==> src/hdl/adcsq_pkg.sv <==
// Contract
// RULE_01: A selected input buffer scales that input by one quarter before conversion.
// RULE_02: Configuration holds separate buffer-enable bits for positive and negative inputs.
// RULE_03: Clock-select clear picks 6 MHz sampling, set picks 1 MHz.
// RULE_04: Period field gives 32 shifted left by field sampling clocks per sample.
// RULE_05: Results are 16-bit words holding 5 plus field significant bits left-aligned.
// RULE_06: Sample timing does not depend on which processor oscillator runs.
// RULE_07: With enable set, conversions run back to back until enable clears.
// RULE_08: Enabling a disabled converter waits 21 us before conversions start.
// RULE_09: After enable or configuration write, the first conversion is dropped.
// RULE_10: Processor clock source switch repeats the discard-first-conversion cycle.
// RULE_11: First result after enable comes after startup delay plus doubled sample.
// RULE_12: Configuration writes never stop the running result transfer.
// RULE_13: A result ready while transfer is inactive sets the overflow flag.
// RULE_14: Gain product outside signed 16-bit range sets the saturation flag.
// RULE_15: Writing the last buffer location sets the buffer-full flag.
// RULE_16: Writing the last location of the lower half sets half-full.
// RULE_17: Writing one to a flag clears it; zero leaves it.
// RULE_18: A flag requests the interrupt only while its mask bit is one.
// RULE_19: Interrupt line enabled through a set register, disabled through a clear register.
// RULE_20: Polling software writes zero to the mask and reads the flags.
// RULE_21: Software stops transfer before reconfiguring, then clears overflow after restart.
// RULE_22: Single polled sample uses a one-word buffer, wrap mode, full flag.
// RULE_23: Gain result clamps to 7FFF or 8000 and raises saturation.
// RULE_24: Linear mode stops after the programmed count and raises buffer-full.
// RULE_25: A flag set in the same cycle as its clear stays set.
package adcsq_pkg;

  // Clock rates and startup timing.
  localparam int CORE_MHZ      = 50;
  localparam int FAST_MHZ      = 6;
  localparam int SLOW_MHZ      = 1;
  localparam int ACC_W         = 6;
  localparam int CLK_PERIOD_NS = 20;
  localparam int STARTUP_NS    = 21000;
  localparam int STARTUP_CYC   = (STARTUP_NS + CLK_PERIOD_NS - 1) / CLK_PERIOD_NS;
  localparam int STARTUP_W     = 11;

  // Register byte addresses.
  localparam logic [15:0] ADDR_CFG     = 16'hD004;
  localparam logic [15:0] ADDR_OFFSET  = 16'hD008;
  localparam logic [15:0] ADDR_GAIN    = 16'hD00C;
  localparam logic [15:0] ADDR_DMACFG  = 16'hD010;
  localparam logic [15:0] ADDR_DMASTAT = 16'hD014;
  localparam logic [15:0] ADDR_BEG     = 16'hD018;
  localparam logic [15:0] ADDR_LEN     = 16'hD01C;
  localparam logic [15:0] ADDR_CUR     = 16'hD020;
  localparam logic [15:0] ADDR_CNT     = 16'h0000;
  localparam logic [15:0] ADDR_FLAG    = 16'hA810;
  localparam logic [15:0] ADDR_MASK    = 16'hA850;
  localparam logic [15:0] ADDR_IRQSET  = 16'hA860;
  localparam logic [15:0] ADDR_IRQCLR  = 16'hA864;

  // Configuration fields and reset values.
  localparam int CFG_EN_BIT   = 0;
  localparam int CFG_RSV_BIT  = 1;
  localparam int CFG_SLOW_BIT = 2;
  localparam int CFG_NEG_BIT  = 11;
  localparam int CFG_POS_BIT  = 12;
  localparam int CFG_PER_LSB  = 13;
  localparam logic [15:0] CFG_RESET    = 16'h1800;
  localparam logic [15:0] OFFSET_RESET = 16'h0000;
  localparam logic [15:0] GAIN_RESET   = 16'h8000;
  localparam int GAIN_FRAC    = 15;
  localparam int BASE_SIG     = 5;
  localparam logic [12:0] MIN_CLKS = 13'h0020;

  // Transfer engine fields.
  localparam int DMA_LOAD_BIT = 0;
  localparam int DMA_WRAP_BIT = 1;
  localparam int DMA_RST_BIT  = 4;
  localparam logic [12:0] ADDR_STEP = 13'h0002;

  // Event flag positions.
  localparam int FLG_HALF = 1;
  localparam int FLG_FULL = 2;
  localparam int FLG_SAT  = 3;
  localparam int FLG_OVF  = 4;

  // Saturation limits.
  localparam logic [15:0] SAT_MAX = 16'h7FFF;
  localparam logic [15:0] SAT_MIN = 16'h8000;

  // Sequencer states.
  typedef enum logic [3:0] {
    ST_IDLE    = 4'h1,
    ST_WARM    = 4'h2,
    ST_DISCARD = 4'h4,
    ST_RUN     = 4'h8
  } adcsq_state_type;

  // Controls toward the analog converter.
  typedef struct packed {
    logic enable;
    logic pos_input_buffer_select;
    logic neg_input_buffer_select;
    logic slow_sample_clock_select;
    logic sample_tick;
  } adcsq_conv_ctrl_type;

  // One write into the result buffer memory.
  typedef struct packed {
    logic        valid;
    logic [12:0] addr;
    logic [15:0] data;
  } adcsq_buf_wr_type;

  // Clamp to signed 16 bits; the top bit reports a clamp.
  function automatic logic [16:0] sat16(input logic signed [35:0] v);
    if (v > $signed(36'(SAT_MAX))) begin
      return {1'h1, SAT_MAX};
    end else if (v < -$signed(36'(SAT_MIN))) begin
      return {1'h1, SAT_MIN};
    end
    return {1'h0, v[15:0]};
  endfunction

endpackage

==> src/hdl/adcsq_tick_gen.sv <==
`timescale 1ns/1ps
`default_nettype none
module adcsq_tick_gen
  import adcsq_pkg::*;
(
  // Clock and reset.
  input  wire logic core_clk_i,
  input  wire logic reset_i,
  // Rate select and enable out.
  input  wire logic slow_i,
  output logic      tick_o
);

  logic [ACC_W-1:0] acc_ff;
  logic [ACC_W-1:0] nxt_acc;
  logic [ACC_W:0]   sum_w;
  logic             wrap_w;

  // Fractional divider adds the sample rate each core cycle and wraps at the core rate.
  // RULE_03 rate select
  assign sum_w   = {1'h0, acc_ff} + (slow_i ? (ACC_W+1)'(SLOW_MHZ) : (ACC_W+1)'(FAST_MHZ));
  assign wrap_w  = sum_w >= (ACC_W+1)'(CORE_MHZ);
  assign nxt_acc = wrap_w ? ACC_W'(sum_w - (ACC_W+1)'(CORE_MHZ)) : ACC_W'(sum_w);

  // The enable is derived from the core clock alone, whatever oscillator feeds the CPU.
  // RULE_06 oscillator independent
  always_ff @(posedge core_clk_i) begin
    if (reset_i) begin
      acc_ff <= '0;
      tick_o <= 1'h0;
    end else begin
      acc_ff <= nxt_acc;
      tick_o <= wrap_w;
    end
  end

endmodule // adcsq_tick_gen
`default_nettype wire

==> src/hdl/adcsq_top.sv <==
`timescale 1ns/1ps
`default_nettype none
module adcsq_top
  import adcsq_pkg::*;
(
  // Clock and reset.
  input  wire logic                 core_clk_i,
  input  wire logic                 reset_i,
  // APB slave.
  input  wire logic                 psel_i,
  input  wire logic                 penable_i,
  input  wire logic                 pwrite_i,
  input  wire logic [15:0]          paddr_i,
  input  wire logic [31:0]          pwdata_i,
  output logic      [31:0]          prdata_o,
  output logic                      pready_o,
  output logic                      pslverr_o,
  // Converter side.
  input  wire logic [15:0]          pos_code_i,
  input  wire logic [15:0]          neg_code_i,
  input  wire logic                 xtal_source_i,
  output adcsq_conv_ctrl_type       conv_ctrl_o,
  // Result buffer write port.
  output adcsq_buf_wr_type          buf_wr_o,
  // Processor interrupt.
  output logic                      irq_o
);

  // Register state.
  logic [15:0]     cfg_ff;
  logic [15:0]     offset_ff;
  logic [15:0]     gain_ff;
  logic            wrap_ff;
  logic            act_ff;
  logic            dovf_ff;
  logic [12:0]     beg_ff;
  logic [11:0]     len_ff;
  logic [12:0]     cur_ff;
  logic [11:0]     cnt_ff;
  logic [4:1]      flags_ff;
  logic [4:1]      mask_ff;
  logic            irq_en_ff;
  // Sequencer state.
  adcsq_state_type state_ff;
  adcsq_state_type nxt_state;
  logic [STARTUP_W-1:0] warm_ff;
  logic [12:0]     scnt_ff;
  // Input synchronisers.
  logic [15:0]     pos_s1_ff;
  logic [15:0]     pos_s2_ff;
  logic [15:0]     neg_s1_ff;
  logic [15:0]     neg_s2_ff;
  logic            xtal_s1_ff;
  logic            xtal_s2_ff;
  logic            xtal_s3_ff;
  // Result stage.
  logic            res_vld_ff;
  logic [15:0]     res_ff;
  logic            sat_ff;

  // Bus handshake: one wait state, then the access completes.
  logic acc_prep, wr_en;
  assign acc_prep = psel_i & penable_i & ~pready_o;
  assign wr_en    = psel_i & penable_i & pready_o & pwrite_i;

  // Address decode.
  logic hit_cfg, hit_off, hit_gain, hit_dcfg, hit_dstat, hit_beg, hit_len;
  logic hit_cur, hit_cnt, hit_flag, hit_mask, hit_iset, hit_iclr, hit_any;
  assign hit_cfg   = paddr_i == ADDR_CFG;
  assign hit_off   = paddr_i == ADDR_OFFSET;
  assign hit_gain  = paddr_i == ADDR_GAIN;
  assign hit_dcfg  = paddr_i == ADDR_DMACFG;
  assign hit_dstat = paddr_i == ADDR_DMASTAT;
  assign hit_beg   = paddr_i == ADDR_BEG;
  assign hit_len   = paddr_i == ADDR_LEN;
  assign hit_cur   = paddr_i == ADDR_CUR;
  assign hit_cnt   = paddr_i == ADDR_CNT;
  assign hit_flag  = paddr_i == ADDR_FLAG;
  assign hit_mask  = paddr_i == ADDR_MASK;
  assign hit_iset  = paddr_i == ADDR_IRQSET;
  assign hit_iclr  = paddr_i == ADDR_IRQCLR;
  assign hit_any   = hit_cfg | hit_off | hit_gain | hit_dcfg | hit_dstat | hit_beg | hit_len
                   | hit_cur | hit_cnt | hit_flag | hit_mask | hit_iset | hit_iclr;

  // Write strobes per register.
  logic cfg_wr, dcfg_wr, dma_rst, dma_load, new_en;
  assign cfg_wr   = wr_en & hit_cfg;
  assign dcfg_wr  = wr_en & hit_dcfg;
  assign dma_rst  = dcfg_wr & pwdata_i[DMA_RST_BIT];
  assign dma_load = dcfg_wr & pwdata_i[DMA_LOAD_BIT] & ~pwdata_i[DMA_RST_BIT];
  assign new_en   = pwdata_i[CFG_EN_BIT];

  // Read data selection; reserved bits read as zero.
  logic [31:0] rd_w;
  assign rd_w = hit_cfg   ? {16'h0000, cfg_ff}
              : hit_off   ? {16'h0000, offset_ff}
              : hit_gain  ? {16'h0000, gain_ff}
              : hit_dcfg  ? {30'h0, wrap_ff, 1'h0}
              : hit_dstat ? {30'h0, dovf_ff, act_ff}
              : hit_beg   ? {19'h0, beg_ff}
              : hit_len   ? {20'h0, len_ff}
              : hit_cur   ? {19'h0, cur_ff}
              : hit_cnt   ? {20'h0, cnt_ff}
              : hit_flag  ? {27'h0, flags_ff, 1'h0}
              : hit_mask  ? {27'h0, mask_ff, 1'h0}
              : (hit_iset | hit_iclr) ? {31'h0, irq_en_ff}
              : 32'h0000_0000;

  // Bus answer registers; unmapped addresses answer with an error.
  always_ff @(posedge core_clk_i) begin
    if (reset_i) begin
      pready_o  <= 1'h0;
      pslverr_o <= 1'h0;
      prdata_o  <= 32'h0000_0000;
    end else begin
      pready_o  <= acc_prep;
      pslverr_o <= acc_prep & ~hit_any;
      prdata_o  <= acc_prep ? rd_w : 32'h0000_0000;
    end
  end

  // Configuration, correction and mask registers.
  always_ff @(posedge core_clk_i) begin
    if (reset_i) begin
      cfg_ff    <= CFG_RESET;
      offset_ff <= OFFSET_RESET;
      gain_ff   <= GAIN_RESET;
      mask_ff   <= '0;
      irq_en_ff <= 1'h0;
    end else begin
      // RULE_02 two buffer bits
      if (cfg_wr) begin
        cfg_ff <= pwdata_i[15:0] & ~(16'h0001 << CFG_RSV_BIT);
      end
      if (wr_en & hit_off) begin
        offset_ff <= pwdata_i[15:0];
      end
      if (wr_en & hit_gain) begin
        gain_ff <= pwdata_i[15:0];
      end
      if (wr_en & hit_mask) begin
        mask_ff <= pwdata_i[FLG_OVF:FLG_HALF];
      end
      // RULE_19 set and clear
      if (wr_en & hit_iset & pwdata_i[0]) begin
        irq_en_ff <= 1'h1;
      end else if (wr_en & hit_iclr & pwdata_i[0]) begin
        irq_en_ff <= 1'h0;
      end
    end
  end

  // Two-stage synchronisers for converter codes and oscillator source.
  always_ff @(posedge core_clk_i) begin
    if (reset_i) begin
      {pos_s1_ff, pos_s2_ff, neg_s1_ff, neg_s2_ff} <= 64'h0;
      {xtal_s1_ff, xtal_s2_ff, xtal_s3_ff} <= 3'h0;
    end else begin
      pos_s1_ff  <= pos_code_i;
      pos_s2_ff  <= pos_s1_ff;
      neg_s1_ff  <= neg_code_i;
      neg_s2_ff  <= neg_s1_ff;
      xtal_s1_ff <= xtal_source_i;
      xtal_s2_ff <= xtal_s1_ff;
      xtal_s3_ff <= xtal_s2_ff;
    end
  end

  // Sampling clock enable at 6 MHz or 1 MHz.
  logic tick_w;
  adcsq_tick_gen u_tick (
    .core_clk_i (core_clk_i),
    .reset_i    (reset_i),
    .slow_i     (cfg_ff[CFG_SLOW_BIT]),
    .tick_o     (tick_w)
  );

  // Sample length and end of sample.
  logic [2:0]  per_w;
  logic [12:0] cps_w;
  logic        samp_end, xtal_chg, warm_done;
  assign per_w     = cfg_ff[CFG_PER_LSB +: 3];
  // RULE_04 clocks per sample
  assign cps_w     = MIN_CLKS << per_w;
  assign samp_end  = tick_w & (scnt_ff == cps_w - 13'h0001);
  assign xtal_chg  = xtal_s2_ff ^ xtal_s3_ff;
  assign warm_done = warm_ff == STARTUP_W'(STARTUP_CYC - 1);

  // Sequencer next state.
  always_comb begin
    nxt_state = state_ff;
    unique case (state_ff)
      ST_IDLE: begin
        // RULE_08 startup delay
        if (cfg_wr & new_en) begin
          nxt_state = ST_WARM;
        end
      end
      ST_WARM: begin
        // RULE_11 delay then discard
        if (warm_done) begin
          nxt_state = ST_DISCARD;
        end
      end
      ST_DISCARD: begin
        // RULE_09 drop first conversion
        if (samp_end) begin
          nxt_state = ST_RUN;
        end
      end
      ST_RUN: begin
        // RULE_09 restart on config
        // RULE_10 restart on oscillator
        if ((cfg_wr & new_en) | xtal_chg) begin
          nxt_state = ST_DISCARD;
        end
      end
    endcase
    // RULE_07 run until disabled
    if (cfg_wr & ~new_en) begin
      nxt_state = ST_IDLE;
    end else if (state_ff == ST_DISCARD && ((cfg_wr & new_en) | xtal_chg)) begin
      nxt_state = ST_DISCARD;
    end
  end

  // Sequencer registers; a new discard sample restarts the sample count.
  logic restart;
  assign restart = (nxt_state == ST_DISCARD) &&
                   (state_ff != ST_DISCARD || cfg_wr || xtal_chg);
  always_ff @(posedge core_clk_i) begin
    if (reset_i) begin
      state_ff <= ST_IDLE;
      warm_ff  <= '0;
      scnt_ff  <= 13'h0000;
    end else begin
      state_ff <= nxt_state;
      warm_ff  <= (state_ff == ST_WARM) ? warm_ff + STARTUP_W'(1) : '0;
      if (restart || samp_end || nxt_state == ST_IDLE || nxt_state == ST_WARM) begin
        scnt_ff <= 13'h0000;
      end else if (tick_w) begin
        scnt_ff <= scnt_ff + 13'h0001;
      end
    end
  end

  // Conversion value: quarter scaling per buffered input, then left-aligned.
  logic signed [15:0] pa_w, na_w;
  logic signed [35:0] diff_w, sum_w, prod_w, scaled_w;
  logic [16:0]        dsat_w, gsat_w;
  logic [15:0]        mask_w, raw_w;
  // RULE_01 quarter gain
  assign pa_w   = cfg_ff[CFG_POS_BIT] ? $signed(pos_s2_ff) >>> 2 : $signed(pos_s2_ff);
  assign na_w   = cfg_ff[CFG_NEG_BIT] ? $signed(neg_s2_ff) >>> 2 : $signed(neg_s2_ff);
  assign diff_w = 36'(pa_w) - 36'(na_w);
  assign dsat_w = sat16(diff_w);
  // RULE_05 left-aligned bits
  assign mask_w = ~(16'hFFFF >> (BASE_SIG + int'(per_w)));
  assign raw_w  = dsat_w[15:0] & mask_w;

  // Offset then gain correction with clamping.
  assign sum_w    = 36'($signed(raw_w)) + 36'($signed(offset_ff));
  assign prod_w   = sum_w * $signed({20'h0, gain_ff});
  assign scaled_w = prod_w >>> GAIN_FRAC;
  // RULE_23 clamp result
  assign gsat_w   = sat16(scaled_w);

  // Result stage: one result per kept sample.
  always_ff @(posedge core_clk_i) begin
    if (reset_i) begin
      res_vld_ff <= 1'h0;
      res_ff     <= 16'h0000;
      sat_ff     <= 1'h0;
    end else begin
      res_vld_ff <= samp_end && state_ff == ST_RUN && !cfg_wr && !xtal_chg;
      res_ff     <= gsat_w[15:0];
      sat_ff     <= samp_end && state_ff == ST_RUN && !cfg_wr && !xtal_chg && gsat_w[16];
    end
  end

  // Buffer position arithmetic.
  logic [11:0] cnt_nxt, half_w;
  logic        at_full, at_half, store;
  assign cnt_nxt = cnt_ff + 12'h001;
  assign half_w  = {1'h0, len_ff[11:1]};
  assign at_full = cnt_nxt == len_ff;
  assign at_half = (cnt_nxt == half_w) && (half_w != 12'h000);
  assign store   = res_vld_ff & act_ff;

  // Transfer engine; configuration writes do not touch it.
  // RULE_12 transfer continues
  always_ff @(posedge core_clk_i) begin
    if (reset_i) begin
      wrap_ff <= 1'h0;
      act_ff  <= 1'h0;
      dovf_ff <= 1'h0;
      beg_ff  <= 13'h0000;
      len_ff  <= 12'h000;
      cur_ff  <= 13'h0000;
      cnt_ff  <= 12'h000;
    end else begin
      if (wr_en & hit_beg) begin
        beg_ff <= pwdata_i[12:0] & 13'h1FFE;
      end
      if (wr_en & hit_len) begin
        len_ff <= pwdata_i[11:0];
      end
      if (dcfg_wr) begin
        wrap_ff <= pwdata_i[DMA_WRAP_BIT];
      end
      if (dma_rst | dma_load) begin
        act_ff  <= dma_load;
        dovf_ff <= dma_load & dovf_ff;
        cur_ff  <= beg_ff;
        cnt_ff  <= 12'h000;
      end else if (store && at_full) begin
        // RULE_24 linear stop
        act_ff <= wrap_ff;
        cur_ff <= beg_ff;
        cnt_ff <= wrap_ff ? 12'h000 : cnt_nxt;
      end else if (store) begin
        cur_ff <= cur_ff + ADDR_STEP;
        cnt_ff <= cnt_nxt;
      end else if (res_vld_ff) begin
        dovf_ff <= 1'h1;
      end
    end
  end

  // Hardware events for the flag register.
  logic [4:1] fl_set, fl_clr;
  // RULE_13 overflow event
  assign fl_set[FLG_OVF]  = res_vld_ff & ~act_ff;
  // RULE_14 saturation event
  assign fl_set[FLG_SAT]  = sat_ff;
  // RULE_15 full event
  assign fl_set[FLG_FULL] = store & at_full;
  // RULE_16 half event
  assign fl_set[FLG_HALF] = store & at_half;
  // RULE_17 write one clears
  assign fl_clr = (wr_en & hit_flag) ? pwdata_i[FLG_OVF:FLG_HALF] : 4'h0;

  // Flags, buffer write port, converter controls and interrupt.
  always_ff @(posedge core_clk_i) begin
    if (reset_i) begin
      flags_ff    <= 4'h0;
      buf_wr_o    <= '0;
      conv_ctrl_o <= '0;
      irq_o       <= 1'h0;
    end else begin
      // RULE_25 set wins
      flags_ff    <= (flags_ff & ~fl_clr) | fl_set;
      buf_wr_o    <= '{valid: store, addr: cur_ff, data: res_ff};
      conv_ctrl_o <= '{enable: state_ff != ST_IDLE,
                       pos_input_buffer_select: cfg_ff[CFG_POS_BIT],
                       neg_input_buffer_select: cfg_ff[CFG_NEG_BIT],
                       slow_sample_clock_select: cfg_ff[CFG_SLOW_BIT],
                       sample_tick: tick_w & (state_ff == ST_DISCARD || state_ff == ST_RUN)};
      // RULE_18 masked request
      irq_o       <= irq_en_ff & |(flags_ff & mask_ff);
    end
  end

endmodule // adcsq_top
`default_nettype wire
==> config.mk <==
export PLATFORM = sky130hd
export DESIGN_NAME = adcsq_top
export DESIGN_NICKNAME = d
export VERILOG_FILES = /design/src/hdl/adcsq_pkg.sv /design/src/hdl/adcsq_tick_gen.sv /design/src/hdl/adcsq_top.sv
export SDC_FILE = /design/constraint.sdc
export NUM_CORES = 1
export LEC_CHECK = 0
export BUFFER_PORTS_ARGS = -buffer_cell sky130_fd_sc_hd__buf_4
export CAP_MARGIN = 20
export CORE_MARGIN = 3
export CORE_UTILIZATION = 35
export DETAILED_ROUTE_END_ITERATION = 6
export REMOVE_ABC_BUFFERS = 1
export SYNTH_ARGS = -nofsm -noshare
export SYNTH_HDL_FRONTEND = slang
export SYNTH_HIERARCHICAL = 1
export SYNTH_SLANG_ARGS = --single-unit
==> constraint.sdc <==
create_clock -name core_clk_i -period 12.6 [get_ports core_clk_i]
set_input_delay 0.63 -clock core_clk_i [delete_from_list [all_inputs] [get_ports core_clk_i]]
set_output_delay 0.63 -clock core_clk_i [all_outputs]
set_load 0.01 [all_outputs]
==> results by group <==
Yosys
  • Sequential fraction of the synthesis area: between 20% and 30%
  • Synth Instances: around 2,700
  • Top cells by area, synth: dfxtp_1 24%, fa_1 23%, ha_1 6.5%
  • Synthesis warning total: 6
  • Yosys reg bits: 280
  • Post-synth top area share: a little under a quarter
  • Post-synth EDFFs: 0
  • Async set-reset flop share out of synthesis: 0%
  • Synth unique cells: slightly below 100
  • Leading area contributor after synthesis: dfxtp_1
  • Main flop type after synthesis: dfxtp_1
  • Cell Area, Synth: ~0.024 mm²
  • Syn_area_per_cell: between 8 and 9 µm²

Die
  • Chip Width: 267 µm
  • Initial Util: a little over a third
  • Core Footprint: around 0.067 mm²
  • # rows: between 90 and 100
  • Die Height: 267 µm
  • Die area: around 0.071 mm²
  • I/O pin count: 156

Route
  • Starting DRC count in detailed routing: ~1,300
  • Routed len/inst: 16.79 µm
  • Vias per cell: about 5.0
  • Final ANT Viol Nets: 0
  • Initial DRT Pass Iterations: 7
  • Routed WL: 62,060 µm
  • # DRC: 0
  • DR vias: ~19,000

CTS
  • H-tree Lvls: 2
  • CTS sink cnt: between 200 and 300
  • CTS tree: yes
  • Num CTS Buffers: 34
  • # hold bufs at CTS: 0
  • Latest clock arrival within the worst-skew pair: between 500 and 600 ps
  • CTS clock-pin slew for the worst setup and hold paths: around 70 ps
  • Max clock buf depth: 3
  • CTS root buffer: clkbuf_16

Finish
  • Core Util, Final: between 30% and 40%
  • Area grow syn2layout: 11.73%
  • Final nets: between 3,000 and 4,000
  • FF/Latch Area: approximately 0.0056 mm²
  • Filler cell count: 6,901
  • Share of cells above drive strength 1: 9.780%
  • Area taken by multi-input logic gates: 0.01613 mm²
  • Post-Layout Cell Count: 3,697

Critical path
  • Crit path DAT: about 12,000 ps
  • R2R Setup Slk: 780 ps
  • Worst EP required: between 10,000 and 15,000 ps
  • CP peak stage delay: 740 ps
  • Crit Path Class: reg2reg
  • Cell mode on critical path: fa_1
  • CP endpoint kind: flop
  • Worst path slowest cell: fa_1
  • Worst-path fanout max: 15
  • Startpoint Class: flop

Placed design
  • Post-DP HPWL: 47,450 µm
  • Port Buffers: approximately 120
  • DP Cell Count: 3,631
  • Final GP Congestion: between 0.8 and 0.9

Global routing
  • First-pass GRT wire length: 100,400 µm
  • GRT Residual Overflow: 0
  • Overall global routing resource usage: roughly 18%
  • Vias in the first global route: around 19,000
  • Pin count of the biggest net entering global routing: 80
  • Initial antenna violation count: 2

STA
  • Minimum clock period: between 10,000 and 15,000 ps
  • Least-Margin Pin Slew: just over 1000 ps
  • Final setup fails: 0
  • Fmax: roughly 0.085 GHz
  • Fin. Hold Viols: 0
  • Max-slew violations: 0
  • Final period util: a little over nine tenths
  • Setup Skew: between 20 and 30 ps
  • WHS: approximately 260 ps
  • Relative slew slack: roughly 30%

Power and ir drop
  • Worst VDD drop: just under 0.00008 V
  • Pwr/cell area: 87.13 mW/mm²
  • Leakage: about 12 nW

Worst hold path
  • Hold Path Class: in2reg

Run status
  • Status: finished, final reports clean

Job
  • Max-Cap Viols: 0
[final timing paths]
check | from | endpoint | cells past startpoint
max | cfg_ff[12] | res_ff[12] | 41
min reg2reg | neg_s1_ff[12] | neg_s2_ff[12] | 1
min | pos_code_i[0] | pos_s1_ff[0] | 2
max reg2reg | cfg_ff[12] | res_ff[12] | 41
[sequential cells by signal, indices dropped and copies added, names as in the netlist, 4 cells and up]
signal	cells
buf_wr_o	29
gain_ff	16
neg_s1_ff	16
neg_s2_ff	16
offset_ff	16
pos_s1_ff	16
pos_s2_ff	16
prdata_o	16
res_ff	16
cfg_ff	15
scnt_ff	13
beg_ff	12
cnt_ff	12
cur_ff	12
len_ff	12
warm_ff	11
u_tick/acc_ff	6
conv_ctrl_o	5
flags_ff	4
mask_ff	4
state_ff	4
[logic make-up after synthesis]
logic type | share of synthesized area [%]
adder cells (fa/ha/maj) | 29.63
AO/OA/AOI/OAI | 10.76
XOR/XNOR | 4.277
AND/OR/NAND/NOR | 20.72
flip-flops | 23.51
multiplexers | 1.889
other | 0.01573
buffers and inverters | 9.194
[layout by cell type, fill, tap and decap left out, types with 6 or more instances in the layout]
cell,count
nand2_1,388
a21oi_1,161
xnor2_1,56
nand2b_1,25
a21o_1,32
dfxtp_1,280
and2_1,127
xor2_1,44
conb_1,17
inv_1,374
ha_1,123
a21boi_0,6
o21ai_0,53
and4_1,8
nor3_2,7
fa_1,273
a31oi_1,18
a22oi_1,15
a211oi_1,9
nor4_1,15
clkinv_2,7
xnor3_1,6
nand4_1,19
clkbuf_16,34
and3_1,23
nor3_1,38
nor2b_1,115
mux2_2,15
nand3_1,45
buf_4,159
mux2i_1,27
nor2_1,117
a222oi_1,20
o21a_1,9
or3_1,13
[where the power goes]
part	total, mW	internal [mW]	switching [mW]	leakage, nW
sequential	0.932	0.919	0.0131	2.28
combinational	0.370	0.154	0.216	9.16
clock	1.02	0.582	0.437	0.573
total	2.32	1.66	0.666	12.0
[Yosys cell counts (all sizes together) (10+ instances only)]
cell	n
mux2i	27
a211oi	10
or3	14
fa	274
a31oi	19
nor4	16
buf	49
a21oi	166
clkbuf	116
and2	127
nor3	46
and3	23
nand2	389
nand2b	25
a21o	33
nor2	118
nor2b	115
dfxtp	280
ha	123
nand3	45
nand4	20
xor2	44
mux2	16
a222oi	20
inv	374
a22oi	15
xnor2	57
o21ai	57
[through the flow]
| step | worst slack [ps] | setup TNS (ps) | total power, mW | area (µm²) |
|---|---|---|---|---|
| 5_1_grt | -2.498 | -3.933 | 2.433 | 26640 |
| 6_report | 778.3 | 0 | 2.321 | 26640 |
| 2_1_floorplan | 806.9 | 0 | 1.184 | 23110 |
| 3_3_place_gp | 498.4 | 0 | 1.315 | 25410 |
| 3_5_place_dp | 391.6 | 0 | 1.317 | 25410 |
| 4_1_cts | 351.5 | 0 | 2.350 | 26580 |
[layer usage]
layer / GRT usage, % / part of all wire, % / up-vias
met5: 0 / 0.032 / -
li1: - / - / 8914
met2: 28.92 / 47 / 493
met4: 6.224 / 3.5 / 2
met3: 3.254 / 6.3 / 113
met1: 23.66 / 44 / 9077
[timing repair]
action	4_1_cts	5_1_grt
endpoints found under the setup margin	0	16
gates resized for setup	0	5
endpoints found under the hold margin	0	0
setup buffers	0	1
[critical path, delay by kind of cell, from the launching register on]
kind,cells,cell delay (ps)
compound gates,17,3660
simple gates,4,1050
flops,1,540
xor+xnor,1,200
buf+inv,7,850
mux,1,340
fa+ha+maj,11,5040
[area by class of cell]
| cell class | instances | area share [%] |
|---|---|---|
| Inverter | 374 | 5.270 |
| Multi-Input combinational cell | 1945 | 60.55 |
| Antenna cell | 2 | 0.01879 |
| Tap cell | 873 | 4.100 |
| Clock buffer | 42 | 3.494 |
| Clock inverter | 19 | 0.8830 |
| Sequential cell | 280 | 21.04 |
| Timing Repair Buffer | 162 | 4.640 |
Power figures use the tool's default switching activity.
